File: config.mk
export PLATFORM = sky130hd
export DESIGN_NAME = tccu_timer
export DESIGN_NICKNAME = d
export VERILOG_FILES = /design/src/pkg/tccu_pkg.sv /design/src/design/tccu_edge_sync.sv /design/src/design/tccu_timer.sv
export VERILOG_INCLUDE_DIRS = /design/src /design/src/pkg
export SDC_FILE = /design/constraint.sdc
export NUM_CORES = 1
export LEC_CHECK = 0
export ABC_CLOCK_PERIOD_IN_PS = 7660
export BUFFER_PORTS_ARGS = -buffer_cell sky130_fd_sc_hd__buf_2
export CORE_UTILIZATION = 25
export DETAILED_ROUTE_END_ITERATION = 10
export REMOVE_ABC_BUFFERS = 1
export SLEW_MARGIN = 15
export SYNTH_ARGS = -nofsm -noshare
export SYNTH_HDL_FRONTEND = slang
export SYNTH_HIERARCHICAL = 1
export SYNTH_SLANG_ARGS = --single-unit
File: constraint.sdc
create_clock -name clk_in -period 7.66 [get_ports clk_in]
set_input_delay 1.532 -clock clk_in [delete_from_list [all_inputs] [get_ports clk_in]]
set_output_delay 1.532 -clock clk_in [all_outputs]
set_load 0.02 [all_outputs]
File: src/pkg/tccu_map.svh
// tccu_map.svh: addresses, bit positions, reset values and timing counts
// of the timer capture/compare unit.
// assumes: included by bare name from every file that needs a constant.
`ifndef TCCU_MAP_SVH
`define TCCU_MAP_SVH

// ----------------------------------------------------------------------
// register locations on the internal memory bus
// ----------------------------------------------------------------------
`define TCCU_ADDR_CTRL 8'h12
`define TCCU_ADDR_FLAGS 8'h13
`define TCCU_ADDR_CAP_H 8'h14
`define TCCU_ADDR_CAP_L 8'h15
`define TCCU_ADDR_CMP_H 8'h16
`define TCCU_ADDR_CMP_L 8'h17
`define TCCU_ADDR_CNT_H 8'h18
`define TCCU_ADDR_CNT_L 8'h19
`define TCCU_ADDR_CNTM_H 8'h1a
`define TCCU_ADDR_CNTM_L 8'h1b

// ----------------------------------------------------------------------
// field positions
// ----------------------------------------------------------------------
`define TCCU_CTRL_IE_HI 7
`define TCCU_CTRL_IE_LO 5
`define TCCU_CTRL_EDGE 1
`define TCCU_CTRL_LVL 0
`define TCCU_FLAG_CAP 2
`define TCCU_FLAG_CMP 1
`define TCCU_FLAG_WRAP 0
`define TCCU_NUM_FLAGS 3

// ----------------------------------------------------------------------
// reset values and timing
// ----------------------------------------------------------------------
`define TCCU_CNT_RESET 16'hfffc
`define TCCU_CNT_MAX 16'hffff
`define TCCU_PRESC_LAST 2'h3
`define TCCU_CMP_PHASE 2'h1
`define TCCU_BYTE_ZERO 8'h00
`define TCCU_CAP_STEP 16'h0001

`endif

File: src/pkg/tccu_pkg.sv
// tccu_pkg: bus request and state types of the timer capture/compare unit.
// assumes: tccu_map.svh gives the constants; nothing is imported.
package tccu_pkg;

   // ----------------------------------------------------------------------
   // processor bus request, one access per cycle
   // ----------------------------------------------------------------------
   typedef struct packed {
      logic rd;
      logic wr;
      logic [7:0] addr;
      logic [7:0] wdata;
   } tccu_bus_s;

   // ----------------------------------------------------------------------
   // whole state of the main timer module
   // ----------------------------------------------------------------------
   typedef struct packed {
      logic [1:0] presc;
      logic [15:0] counter;
      logic [2:0] irq_en;
      logic latch_edge_select;
      logic next_output_level;
      logic out_lvl;
      logic [15:0] cmp_val;
      logic cmp_inhibit;
      logic [15:0] cap_val;
      logic cap_inhibit;
      logic [2:0] flags;
      logic [2:0] arm;
      logic [7:0] cnt_buf;
      logic cnt_latched;
      logic [7:0] rdata;
      logic [15:0] hist1;
      logic [15:0] hist2;
   } tccu_state_s;

   // ----------------------------------------------------------------------
   // state of the capture pin synchroniser
   // ----------------------------------------------------------------------
   typedef struct packed {
      logic s1;
      logic s2;
      logic prev;
      logic [1:0] fill;
   } tccu_sync_s;

endpackage
File: src/design/tccu_edge_sync.sv
// tccu_edge_sync: two-flop synchroniser and selectable edge detector for
// the capture pin.
// assumes: pin is asynchronous; en_in low freezes the detector (stop mode).
`include "tccu_map.svh"

module tccu_edge_sync (
   input wire logic clk_in,
   input wire logic rstn_in,
   input wire logic en_in,
   input wire logic pin_in,
   input wire logic rise_sel_in,
   output logic edge_out
);

   tccu_pkg::tccu_sync_s st;
   tccu_pkg::tccu_sync_s nx;

   // ----------------------------------------------------------------------
   // next state
   // ----------------------------------------------------------------------
   always_comb begin
      nx = st;
      if (en_in) begin
         nx.s1 = pin_in;
         nx.s2 = st.s1;
         nx.prev = st.s2;
         nx.fill = {st.fill[0], 1'b1};
      end
   end

   always_ff @(posedge clk_in or negedge rstn_in) begin
      if (!rstn_in) begin
         st <= '0;
      end else begin
         st <= nx;
      end
   end

   // RULE12 edge polarity select
   // no edge is reported until both synchroniser stages hold real samples
   assign edge_out = en_in && st.fill[1] &&
                     (rise_sel_in ? (st.s2 && !st.prev) : (!st.s2 && st.prev));

endmodule

File: src/design/tccu_timer.sv
// tccu_timer: counter, output compare, input capture, control and flag
// registers of the 16-bit free-running timer.
// assumes: single processor clock; bus access is one cycle with rd or wr;
// stop_in comes from the core on the same clock.
`include "tccu_map.svh"

// Summary of operation
// RULE1: compare counter to compare value every fourth clock; match sets flag, loads level.
// RULE2: writing compare high byte blocks matches until low byte is written.
// RULE3: low byte write alone does not block; each byte writes independently.
// RULE4: every match copies the next level bit, whatever the flag state.
// RULE5: compare value is read/write, untouched by hardware and by reset.
// RULE6: selected pin edge latches counter into read-only capture value; reset keeps it.
// RULE7: captured value is counter at clock before the transition, plus one.
// RULE8: capture high read blocks transfers until capture low read.
// RULE9: capture reads and transfers never conflict; code still transfers in the same cycle as a capture high read.
// RULE10: control byte holds three enables, edge select, next level; bits 4..2 read zero.
// RULE11: flag with its enable set requests interrupt; reset clears enables.
// RULE12: edge select 0 takes falling, 1 rising edges; reset keeps it.
// RULE13: output level register drives compare pin; reset clears level bit and register.
// RULE14: compare pin low in reset and until a compare drives it high.
// RULE15: flags byte holds capture, compare, wrap flags in bits 7..5; reset keeps them.
// RULE16: capture flag clears after armed flags access then capture low access.
// RULE17: compare flag clears after armed flags access then compare low access.
// RULE18: wrap flag sets on counter wrap; clears after armed access then counter low access.
// RULE19: mirror counter reads same value and never clears wrap flag.
// RULE20: timer runs in wait mode, freezes all state in stop mode; code freezes counter, prescaler and capture pin, bus accesses still act.
// RULE21: software writes compare high, reads flags, then writes compare low.
// RULE22: reset loads counter with all ones except the two lowest bits.
// RULE23: counter high read latches low byte until low byte is read.
// RULE24: three enabled flag terms are ORed into one level interrupt request.
module tccu_timer (
   input wire logic clk_in,
   input wire logic rstn_in,
   input wire tccu_pkg::tccu_bus_s bus_in,
   input wire logic stop_in,
   input wire logic latch_input_pin_in,
   output logic [7:0] rdata_out,
   output logic match_output_pin_out,
   output logic timer_irq_out
);

   tccu_pkg::tccu_state_s st;
   tccu_pkg::tccu_state_s nx;

   logic run;
   logic tick;
   logic cmp_hit;
   logic wrap_hit;
   logic cap_edge;
   logic cap_take;
   logic acc;
   logic flags_acc;
   logic cap_h_rd;
   logic cap_l_acc;
   logic cap_l_rd;
   logic cmp_h_wr;
   logic cmp_l_wr;
   logic cmp_l_acc;
   logic ctrl_wr;
   logic cnt_h_rd;
   logic cnt_l_rd;
   logic cnt_main_l_acc;
   logic [2:0] set_ev;
   logic [2:0] clr_acc;
   logic [2:0] flags_nx;
   logic [2:0] arm_nx;

   // ----------------------------------------------------------------------
   // capture pin synchroniser
   // ----------------------------------------------------------------------
   tccu_edge_sync u_sync (
      .clk_in(clk_in),
      .rstn_in(rstn_in),
      .en_in(run),
      .pin_in(latch_input_pin_in),
      .rise_sel_in(st.latch_edge_select),
      .edge_out(cap_edge)
   );

   // ----------------------------------------------------------------------
   // address decode
   // ----------------------------------------------------------------------
   assign acc = bus_in.rd || bus_in.wr;
   assign flags_acc = acc && (bus_in.addr == `TCCU_ADDR_FLAGS);
   assign cap_h_rd = bus_in.rd && (bus_in.addr == `TCCU_ADDR_CAP_H);
   assign cap_l_acc = acc && (bus_in.addr == `TCCU_ADDR_CAP_L);
   assign cap_l_rd = bus_in.rd && (bus_in.addr == `TCCU_ADDR_CAP_L);
   assign cmp_h_wr = bus_in.wr && (bus_in.addr == `TCCU_ADDR_CMP_H);
   assign cmp_l_wr = bus_in.wr && (bus_in.addr == `TCCU_ADDR_CMP_L);
   assign cmp_l_acc = acc && (bus_in.addr == `TCCU_ADDR_CMP_L);
   assign ctrl_wr = bus_in.wr && (bus_in.addr == `TCCU_ADDR_CTRL);
   assign cnt_h_rd = bus_in.rd && ((bus_in.addr == `TCCU_ADDR_CNT_H) ||
                                   (bus_in.addr == `TCCU_ADDR_CNTM_H));
   assign cnt_l_rd = bus_in.rd && ((bus_in.addr == `TCCU_ADDR_CNT_L) ||
                                   (bus_in.addr == `TCCU_ADDR_CNTM_L));
   // RULE19 mirror low byte excluded
   assign cnt_main_l_acc = acc && (bus_in.addr == `TCCU_ADDR_CNT_L);

   // ----------------------------------------------------------------------
   // timer events
   // ----------------------------------------------------------------------
   // RULE20 stop freezes timer
   assign run = !stop_in;
   assign tick = run && (st.presc == `TCCU_PRESC_LAST);
   // RULE1 compare once per four
   // RULE2 high write inhibits match
   assign cmp_hit = run && (st.presc == `TCCU_CMP_PHASE) && !st.cmp_inhibit &&
                    (st.counter == st.cmp_val);
   // RULE18 wrap detect
   assign wrap_hit = tick && (st.counter == `TCCU_CNT_MAX);
   // RULE8 high read blocks transfer
   assign cap_take = cap_edge && !st.cap_inhibit;

   assign set_ev[`TCCU_FLAG_CAP] = cap_take;
   assign set_ev[`TCCU_FLAG_CMP] = cmp_hit;
   assign set_ev[`TCCU_FLAG_WRAP] = wrap_hit;
   assign clr_acc[`TCCU_FLAG_CAP] = cap_l_acc;
   assign clr_acc[`TCCU_FLAG_CMP] = cmp_l_acc;
   assign clr_acc[`TCCU_FLAG_WRAP] = cnt_main_l_acc;

   // ----------------------------------------------------------------------
   // two-step flag clearing, one slice per flag
   // ----------------------------------------------------------------------
   for (genvar i = 0; i < `TCCU_NUM_FLAGS; i++) begin : g_flag
      // RULE16 armed clear of capture flag
      // RULE17 armed clear of compare flag
      // RULE18 armed clear of wrap flag
      // a new event in the clearing cycle wins over the clear
      assign flags_nx[i] = set_ev[i] || (st.flags[i] && !(st.arm[i] && clr_acc[i]));
      assign arm_nx[i] = (flags_acc && st.flags[i]) || (st.arm[i] && !clr_acc[i]);
   end

   // ----------------------------------------------------------------------
   // next state
   // ----------------------------------------------------------------------
   always_comb begin
      nx = st;
      nx.flags = flags_nx;
      nx.arm = arm_nx;

      // prescaler and counter
      if (run) begin
         nx.presc = st.presc + 2'h1;
         nx.hist1 = st.counter;
         nx.hist2 = st.hist1;
      end
      if (tick) begin
         nx.counter = st.counter + `TCCU_CAP_STEP;
      end

      // RULE4 level copied on every match
      if (cmp_hit) begin
         nx.out_lvl = st.next_output_level;
      end

      // RULE6 counter latched on edge
      // RULE7 history aligned with synchroniser, plus one
      if (cap_take) begin
         nx.cap_val = st.hist2 + `TCCU_CAP_STEP;
      end
      if (cap_h_rd) begin
         nx.cap_inhibit = 1'b1;
      end
      if (cap_l_rd) begin
         nx.cap_inhibit = 1'b0;
      end

      // RULE10 control write
      if (ctrl_wr) begin
         nx.irq_en = bus_in.wdata[`TCCU_CTRL_IE_HI:`TCCU_CTRL_IE_LO];
         nx.latch_edge_select = bus_in.wdata[`TCCU_CTRL_EDGE];
         nx.next_output_level = bus_in.wdata[`TCCU_CTRL_LVL];
      end

      // RULE3 bytes written independently
      // RULE5 only software changes compare value
      if (cmp_h_wr) begin
         nx.cmp_val[15:8] = bus_in.wdata;
         nx.cmp_inhibit = 1'b1;
      end
      if (cmp_l_wr) begin
         nx.cmp_val[7:0] = bus_in.wdata;
         nx.cmp_inhibit = 1'b0;
      end

      // RULE23 low byte buffered by high read
      if (cnt_h_rd && !st.cnt_latched) begin
         nx.cnt_buf = st.counter[7:0];
         nx.cnt_latched = 1'b1;
      end
      if (cnt_l_rd) begin
         nx.cnt_latched = 1'b0;
      end

      // RULE9 read data taken from the old capture value
      if (bus_in.rd) begin
         case (bus_in.addr)
            `TCCU_ADDR_CTRL: begin
               nx.rdata = {st.irq_en, 3'h0, st.latch_edge_select, st.next_output_level};
            end
            // RULE15 flags in the top three bits
            `TCCU_ADDR_FLAGS: begin
               nx.rdata = {st.flags, 5'h00};
            end
            `TCCU_ADDR_CAP_H: begin
               nx.rdata = st.cap_val[15:8];
            end
            `TCCU_ADDR_CAP_L: begin
               nx.rdata = st.cap_val[7:0];
            end
            `TCCU_ADDR_CMP_H: begin
               nx.rdata = st.cmp_val[15:8];
            end
            `TCCU_ADDR_CMP_L: begin
               nx.rdata = st.cmp_val[7:0];
            end
            `TCCU_ADDR_CNT_H, `TCCU_ADDR_CNTM_H: begin
               nx.rdata = st.counter[15:8];
            end
            `TCCU_ADDR_CNT_L, `TCCU_ADDR_CNTM_L: begin
               nx.rdata = st.cnt_latched ? st.cnt_buf : st.counter[7:0];
            end
            default: begin
               nx.rdata = `TCCU_BYTE_ZERO;
            end
         endcase
      end
   end

   // ----------------------------------------------------------------------
   // state register
   // ----------------------------------------------------------------------
   // compare value, capture value, flags and edge select keep their
   // contents through reset, so the reset branch leaves them alone
   always_ff @(posedge clk_in or negedge rstn_in) begin
      if (!rstn_in) begin
         st.presc <= '0;
         // RULE22 counter reset value
         st.counter <= `TCCU_CNT_RESET;
         // RULE11 enables cleared
         st.irq_en <= '0;
         // RULE13 level bit and register cleared
         st.next_output_level <= 1'b0;
         st.out_lvl <= 1'b0;
         st.cmp_inhibit <= 1'b0;
         st.cap_inhibit <= 1'b0;
         st.arm <= '0;
         st.cnt_latched <= 1'b0;
         st.rdata <= `TCCU_BYTE_ZERO;
      end else begin
         st <= nx;
      end
   end

   // ----------------------------------------------------------------------
   // outputs
   // ----------------------------------------------------------------------
   assign rdata_out = st.rdata;
   // RULE14 pin low until a compare
   assign match_output_pin_out = st.out_lvl;
   // RULE11 enabled flag requests
   // RULE24 single level request
   assign timer_irq_out = |(st.flags & st.irq_en);

   // ----------------------------------------------------------------------
   // checks
   // ----------------------------------------------------------------------
   chk_match_sets_flag: assert property (@(posedge clk_in) disable iff (!rstn_in) // RULE1
      cmp_hit |=> st.flags[`TCCU_FLAG_CMP] && (st.out_lvl == $past(st.next_output_level)))
      else $error("compare match did not set flag and level");

   chk_tick_spacing: assert property (@(posedge clk_in) disable iff (!rstn_in) // RULE1
      (tick && !stop_in) |=> !tick [*3])
      else $error("counter stepped sooner than every fourth clock");

   chk_inhibit_blocks_match: assert property (@(posedge clk_in) disable iff (!rstn_in) // RULE2
      (cmp_h_wr || (st.cmp_inhibit && !cmp_l_wr)) |=> st.cmp_inhibit && !cmp_hit)
      else $error("compare matched while high byte write pending");

   chk_low_write_arms: assert property (@(posedge clk_in) disable iff (!rstn_in) // RULE3
      cmp_l_wr |=> !st.cmp_inhibit && (st.cmp_val[7:0] == $past(bus_in.wdata)))
      else $error("compare low write did not release or store");

   chk_cmp_val_stable: assert property (@(posedge clk_in) disable iff (!rstn_in) // RULE5
      $changed(st.cmp_val) |-> $past(cmp_h_wr || cmp_l_wr))
      else $error("compare value changed without a write");

   chk_cap_blocked: assert property (@(posedge clk_in) disable iff (!rstn_in) // RULE8
      st.cap_inhibit |=> $stable(st.cap_val))
      else $error("capture value changed while blocked");

   chk_cap_high_blocks: assert property (@(posedge clk_in) disable iff (!rstn_in) // RULE8
      cap_h_rd |=> st.cap_inhibit)
      else $error("capture high read did not block transfers");

   chk_capture_value: assert property (@(posedge clk_in) disable iff (!rstn_in) // RULE7
      (cap_take && $past(run) && $past(run, 2)) |=>
         st.flags[`TCCU_FLAG_CAP] && (st.cap_val == $past(st.counter, 3) + `TCCU_CAP_STEP))
      else $error("captured value is not the earlier count plus one");

   chk_wrap_sets_flag: assert property (@(posedge clk_in) disable iff (!rstn_in) // RULE18
      wrap_hit |=> (st.counter == 16'h0000) && st.flags[`TCCU_FLAG_WRAP])
      else $error("counter wrap did not set wrap flag");

   chk_cap_clear_armed: assert property (@(posedge clk_in) disable iff (!rstn_in) // RULE16
      $fell(st.flags[`TCCU_FLAG_CAP]) |-> $past(st.arm[`TCCU_FLAG_CAP]) && $past(cap_l_acc))
      else $error("capture flag cleared without armed access");

   chk_cmp_clear_armed: assert property (@(posedge clk_in) disable iff (!rstn_in) // RULE17
      $fell(st.flags[`TCCU_FLAG_CMP]) |-> $past(st.arm[`TCCU_FLAG_CMP]) && $past(cmp_l_acc))
      else $error("compare flag cleared without armed access");

   chk_wrap_clear_armed: assert property (@(posedge clk_in) disable iff (!rstn_in) // RULE18
      $fell(st.flags[`TCCU_FLAG_WRAP]) |->
         $past(st.arm[`TCCU_FLAG_WRAP]) && $past(cnt_main_l_acc))
      else $error("wrap flag cleared without armed access");

   chk_mirror_no_clear: assert property (@(posedge clk_in) disable iff (!rstn_in) // RULE19
      (st.flags[`TCCU_FLAG_WRAP] && !cnt_main_l_acc) |=> st.flags[`TCCU_FLAG_WRAP])
      else $error("wrap flag cleared without counter low access");

   chk_stop_freeze: assert property (@(posedge clk_in) disable iff (!rstn_in) // RULE20
      stop_in |=> $stable(st.counter) && $stable(st.presc) && $stable(st.out_lvl))
      else $error("timer moved during stop");

   chk_pin_only_on_match: assert property (@(posedge clk_in) disable iff (!rstn_in) // RULE14
      !cmp_hit |=> $stable(st.out_lvl))
      else $error("compare pin moved without a compare");

   chk_ctrl_write_takes: assert property (@(posedge clk_in) disable iff (!rstn_in) // RULE10
      ctrl_wr |=> (st.irq_en == $past(bus_in.wdata[`TCCU_CTRL_IE_HI:`TCCU_CTRL_IE_LO])) &&
         (st.latch_edge_select == $past(bus_in.wdata[`TCCU_CTRL_EDGE])))
      else $error("control write did not reach enables and edge select");

   chk_counter_latch_holds: assert property (@(posedge clk_in) disable iff (!rstn_in) // RULE23
      (st.cnt_latched && !cnt_l_rd) |=> st.cnt_latched && $stable(st.cnt_buf))
      else $error("counter low buffer moved while latched");

   chk_irq_enabled: assert property (@(posedge clk_in) disable iff (!rstn_in) // RULE11
      ((|(set_ev & st.irq_en)) && !ctrl_wr) |=> timer_irq_out)
      else $error("enabled flag event raised no interrupt");

endmodule

==> qor.yml <==
status: "finished clean"
worst_ep_arrival_time_ns: 3.65
switching_share_pct: 23.5
final_util_pct: 30.3
nets: 463
numClockSinks: 118
worst_hold_slack_ns: 0.415
drc: 0
synthArstFlopShare_pct: 35.6
crit_slowest_cell: "nor2b_1"
rsz0062_at_grt: "no"
netSwitchingPower_uw: 375
num_io_pins: 32
start_kind: "input port"
syn_to_final_growth_pct: 17.4
fin_crit_sh_pct: 47.2
port_buffers: 31
track_usage_pct: 11.9
vias: 3308
tightestPinTransition_ns: 0.991
rr_worst_depth: 4
core_mm2: 0.0204
synth_largest_area_cell: "edfxtp_1"
intPower_uw: 1220
wl_per_cell_um: 16.8
synth_commonest_cells: "76 x edfxtp_1, 32 x xnor2_1, 30 x nand2_1"
setup_slack_ns: 4.04
syn_area_mm2: 0.00527
diodes: 0
syn_inst: 407
fp.dieH_um: 147
p_leak_uw: 0.00223
power.share.clock_pct: 43.5
r2r_start: "st[91]"
skew_ns: 0.00591
tns_ns: 0
h-tree-depth: 4
synth.distinct_cells: 46
ant_nets: 0
min_to: "st[12]"
clockBufferDepth: 2
drv_cap: 0
cts_hold_buffers: 0
drive_above_1_share_pct: 20.4
post-dp-hpwl_um: 8660
drt_iter0_drc: 285
drt_pass1_iterations: 4
vdd_ir_drop_max_uv: 163
critPathMaxFanout: 14
pre_cts_ws_ns: 3.70
antenna_found_initial: 0
cts_resized: 0
crit_required_ns: 7.69
gp_congestion: 0.826
synth_edf_count: 76
crit_path_end_kind: "flip-flop"
crit_path_cell_trace: "buf_2 -> nor2b_1 -> nand3_1 -> nor3_1"
clock_latency_ns: 0.41
p_per_area_mw_per_mm2: 258
synthTopCellsByArea: "edfxtp_1 43%, dfrtp_1 13%, dfstp_2 7.0%, xnor2_1 5.3%, mux2_2 3.2%"
root_buffer: "clkbuf_16"
max_stage_delay_ns: 0.82
synth-seq-cells: 118
hold_viol_final: 0
cts_buffers: 17
hold_start: "st[28]"
grt_overflow: 0
min_period_ns: 3.62
r2r_end: "st[71]"
start_util_pct: 25.8
vias_per_cell: 4.59
postCtsSetupBuffers: 0
cts_tree: "yes"
yosys_warnings: 6
grt_max_degree: 49
ys.flop_type: "edfxtp_1"
yosysMostFrequentCell: "edfxtp_1"
pwr-share-comb_pct: 8.1
crit_type: "in -> reg"
die-area_mm2: 0.0217
grt_pass1_vias: 3329
whs_path_depth: 0
setup_viol: 0
power_frac_seq_pct: 48.4
synth_top_cell_area_share_pct: 43.3
grt_pass1_wl_um: 19000
yosysSeqAreaShare_pct: 63.6
slew_headroom_pct: 33.8
max_clock_freq_mhz: 276
syn_avg_cell_area_um2: 12.9
die_w_um: 147
finalWirelength_um: 12100
num_rows: 52
report.final.slew_viol_count: 0
min_path_type: "reg -> reg"
clk_pin_slew_ns: 0.05
r2r_slack_ns: 5.58
total_power_uw: 1600
[state kept, by name, indices dropped and copies added, names as in the netlist]
| register | count |
|---|---|
| match_output_pin_out | 1 |
| rdata_out | 8 |
| st | 104 |
| u_sync/st | 5 |
[critical path, delay by kind of cell]
family | cells | cell delay [ns]
buffers and inverters | 1 | 0.22
AND/OR/NAND/NOR | 3 | 1.89
[worst max path at each step]
stage,cells past startpoint,slack (ns),from,end
floorplan,5,4.19,stop_in,st[56]
CTS,4,4.11,bus_in[11],st[45]
detailed placement,4,3.70,bus_in[11],st[45]
global route,4,3.88,bus_in[11],st[45]
finish,4,4.04,bus_in[11],st[45]
global placement,4,3.72,bus_in[11],st[44]
[layout by cell type, fill, tap and decap left out, drive strengths merged, types with 17 or more instances in the layout]
| master | n |
|---|---|
| o21ai | 17 |
| dfrtp | 28 |
| mux2 | 19 |
| xnor2 | 32 |
| buf | 33 |
| nand3 | 17 |
| nand2 | 30 |
| inv | 17 |
| nor2 | 19 |
| edfxtp | 76 |
| clkbuf | 27 |
[layer usage]
layer	global-route usage [%]	vias up	wire length (um)
met2	18.4	104	5540
li1	-	1545	-
met4	6.49	0	357
met3	3.20	27	695
met5	0	-	0
met1	15.2	1632	5490
[layout make-up]
| cell class | count | area [um2] |
|---|---|---|
| Clock buffer | 27 | 493 |
| Clock inverter | 5 | 26.3 |
| Fill cell | 2098 | 14200 |
| Inverter | 17 | 63.8 |
| Multi-Input combinational cell | 250 | 1740 |
| Sequential cell | 118 | 3350 |
| Tap cell | 270 | 338 |
| Timing Repair Buffer | 33 | 170 |
[stage by stage]
step,cell area (um2),std cells
after floorplan,5140,385
after global placement,5660,688
after detailed placement,5660,688
after CTS,6180,720
after global routing,6180,720
final,6180,720
[cell families after synthesis]
group	share of synthesized area (%)
xor gates and xnor gates	7.65
buffers and inverters	3.56
muxes	5.58
and+or+nand+nor	11.0
adders and majority gates	0.950
DFF	63.6
AOI/OAI and AO/OA	7.60
[power groups by stage]
stage	sequential, uW	combinational [uW]	clock, uW
2_1_floorplan	768	81.7	0
3_3_place_gp	782	125	0
3_5_place_dp	783	128	0
4_1_cts	772	130	707
5_1_grt	778	143	740
6_report	772	129	695
(Power assumes the default switching activity.)
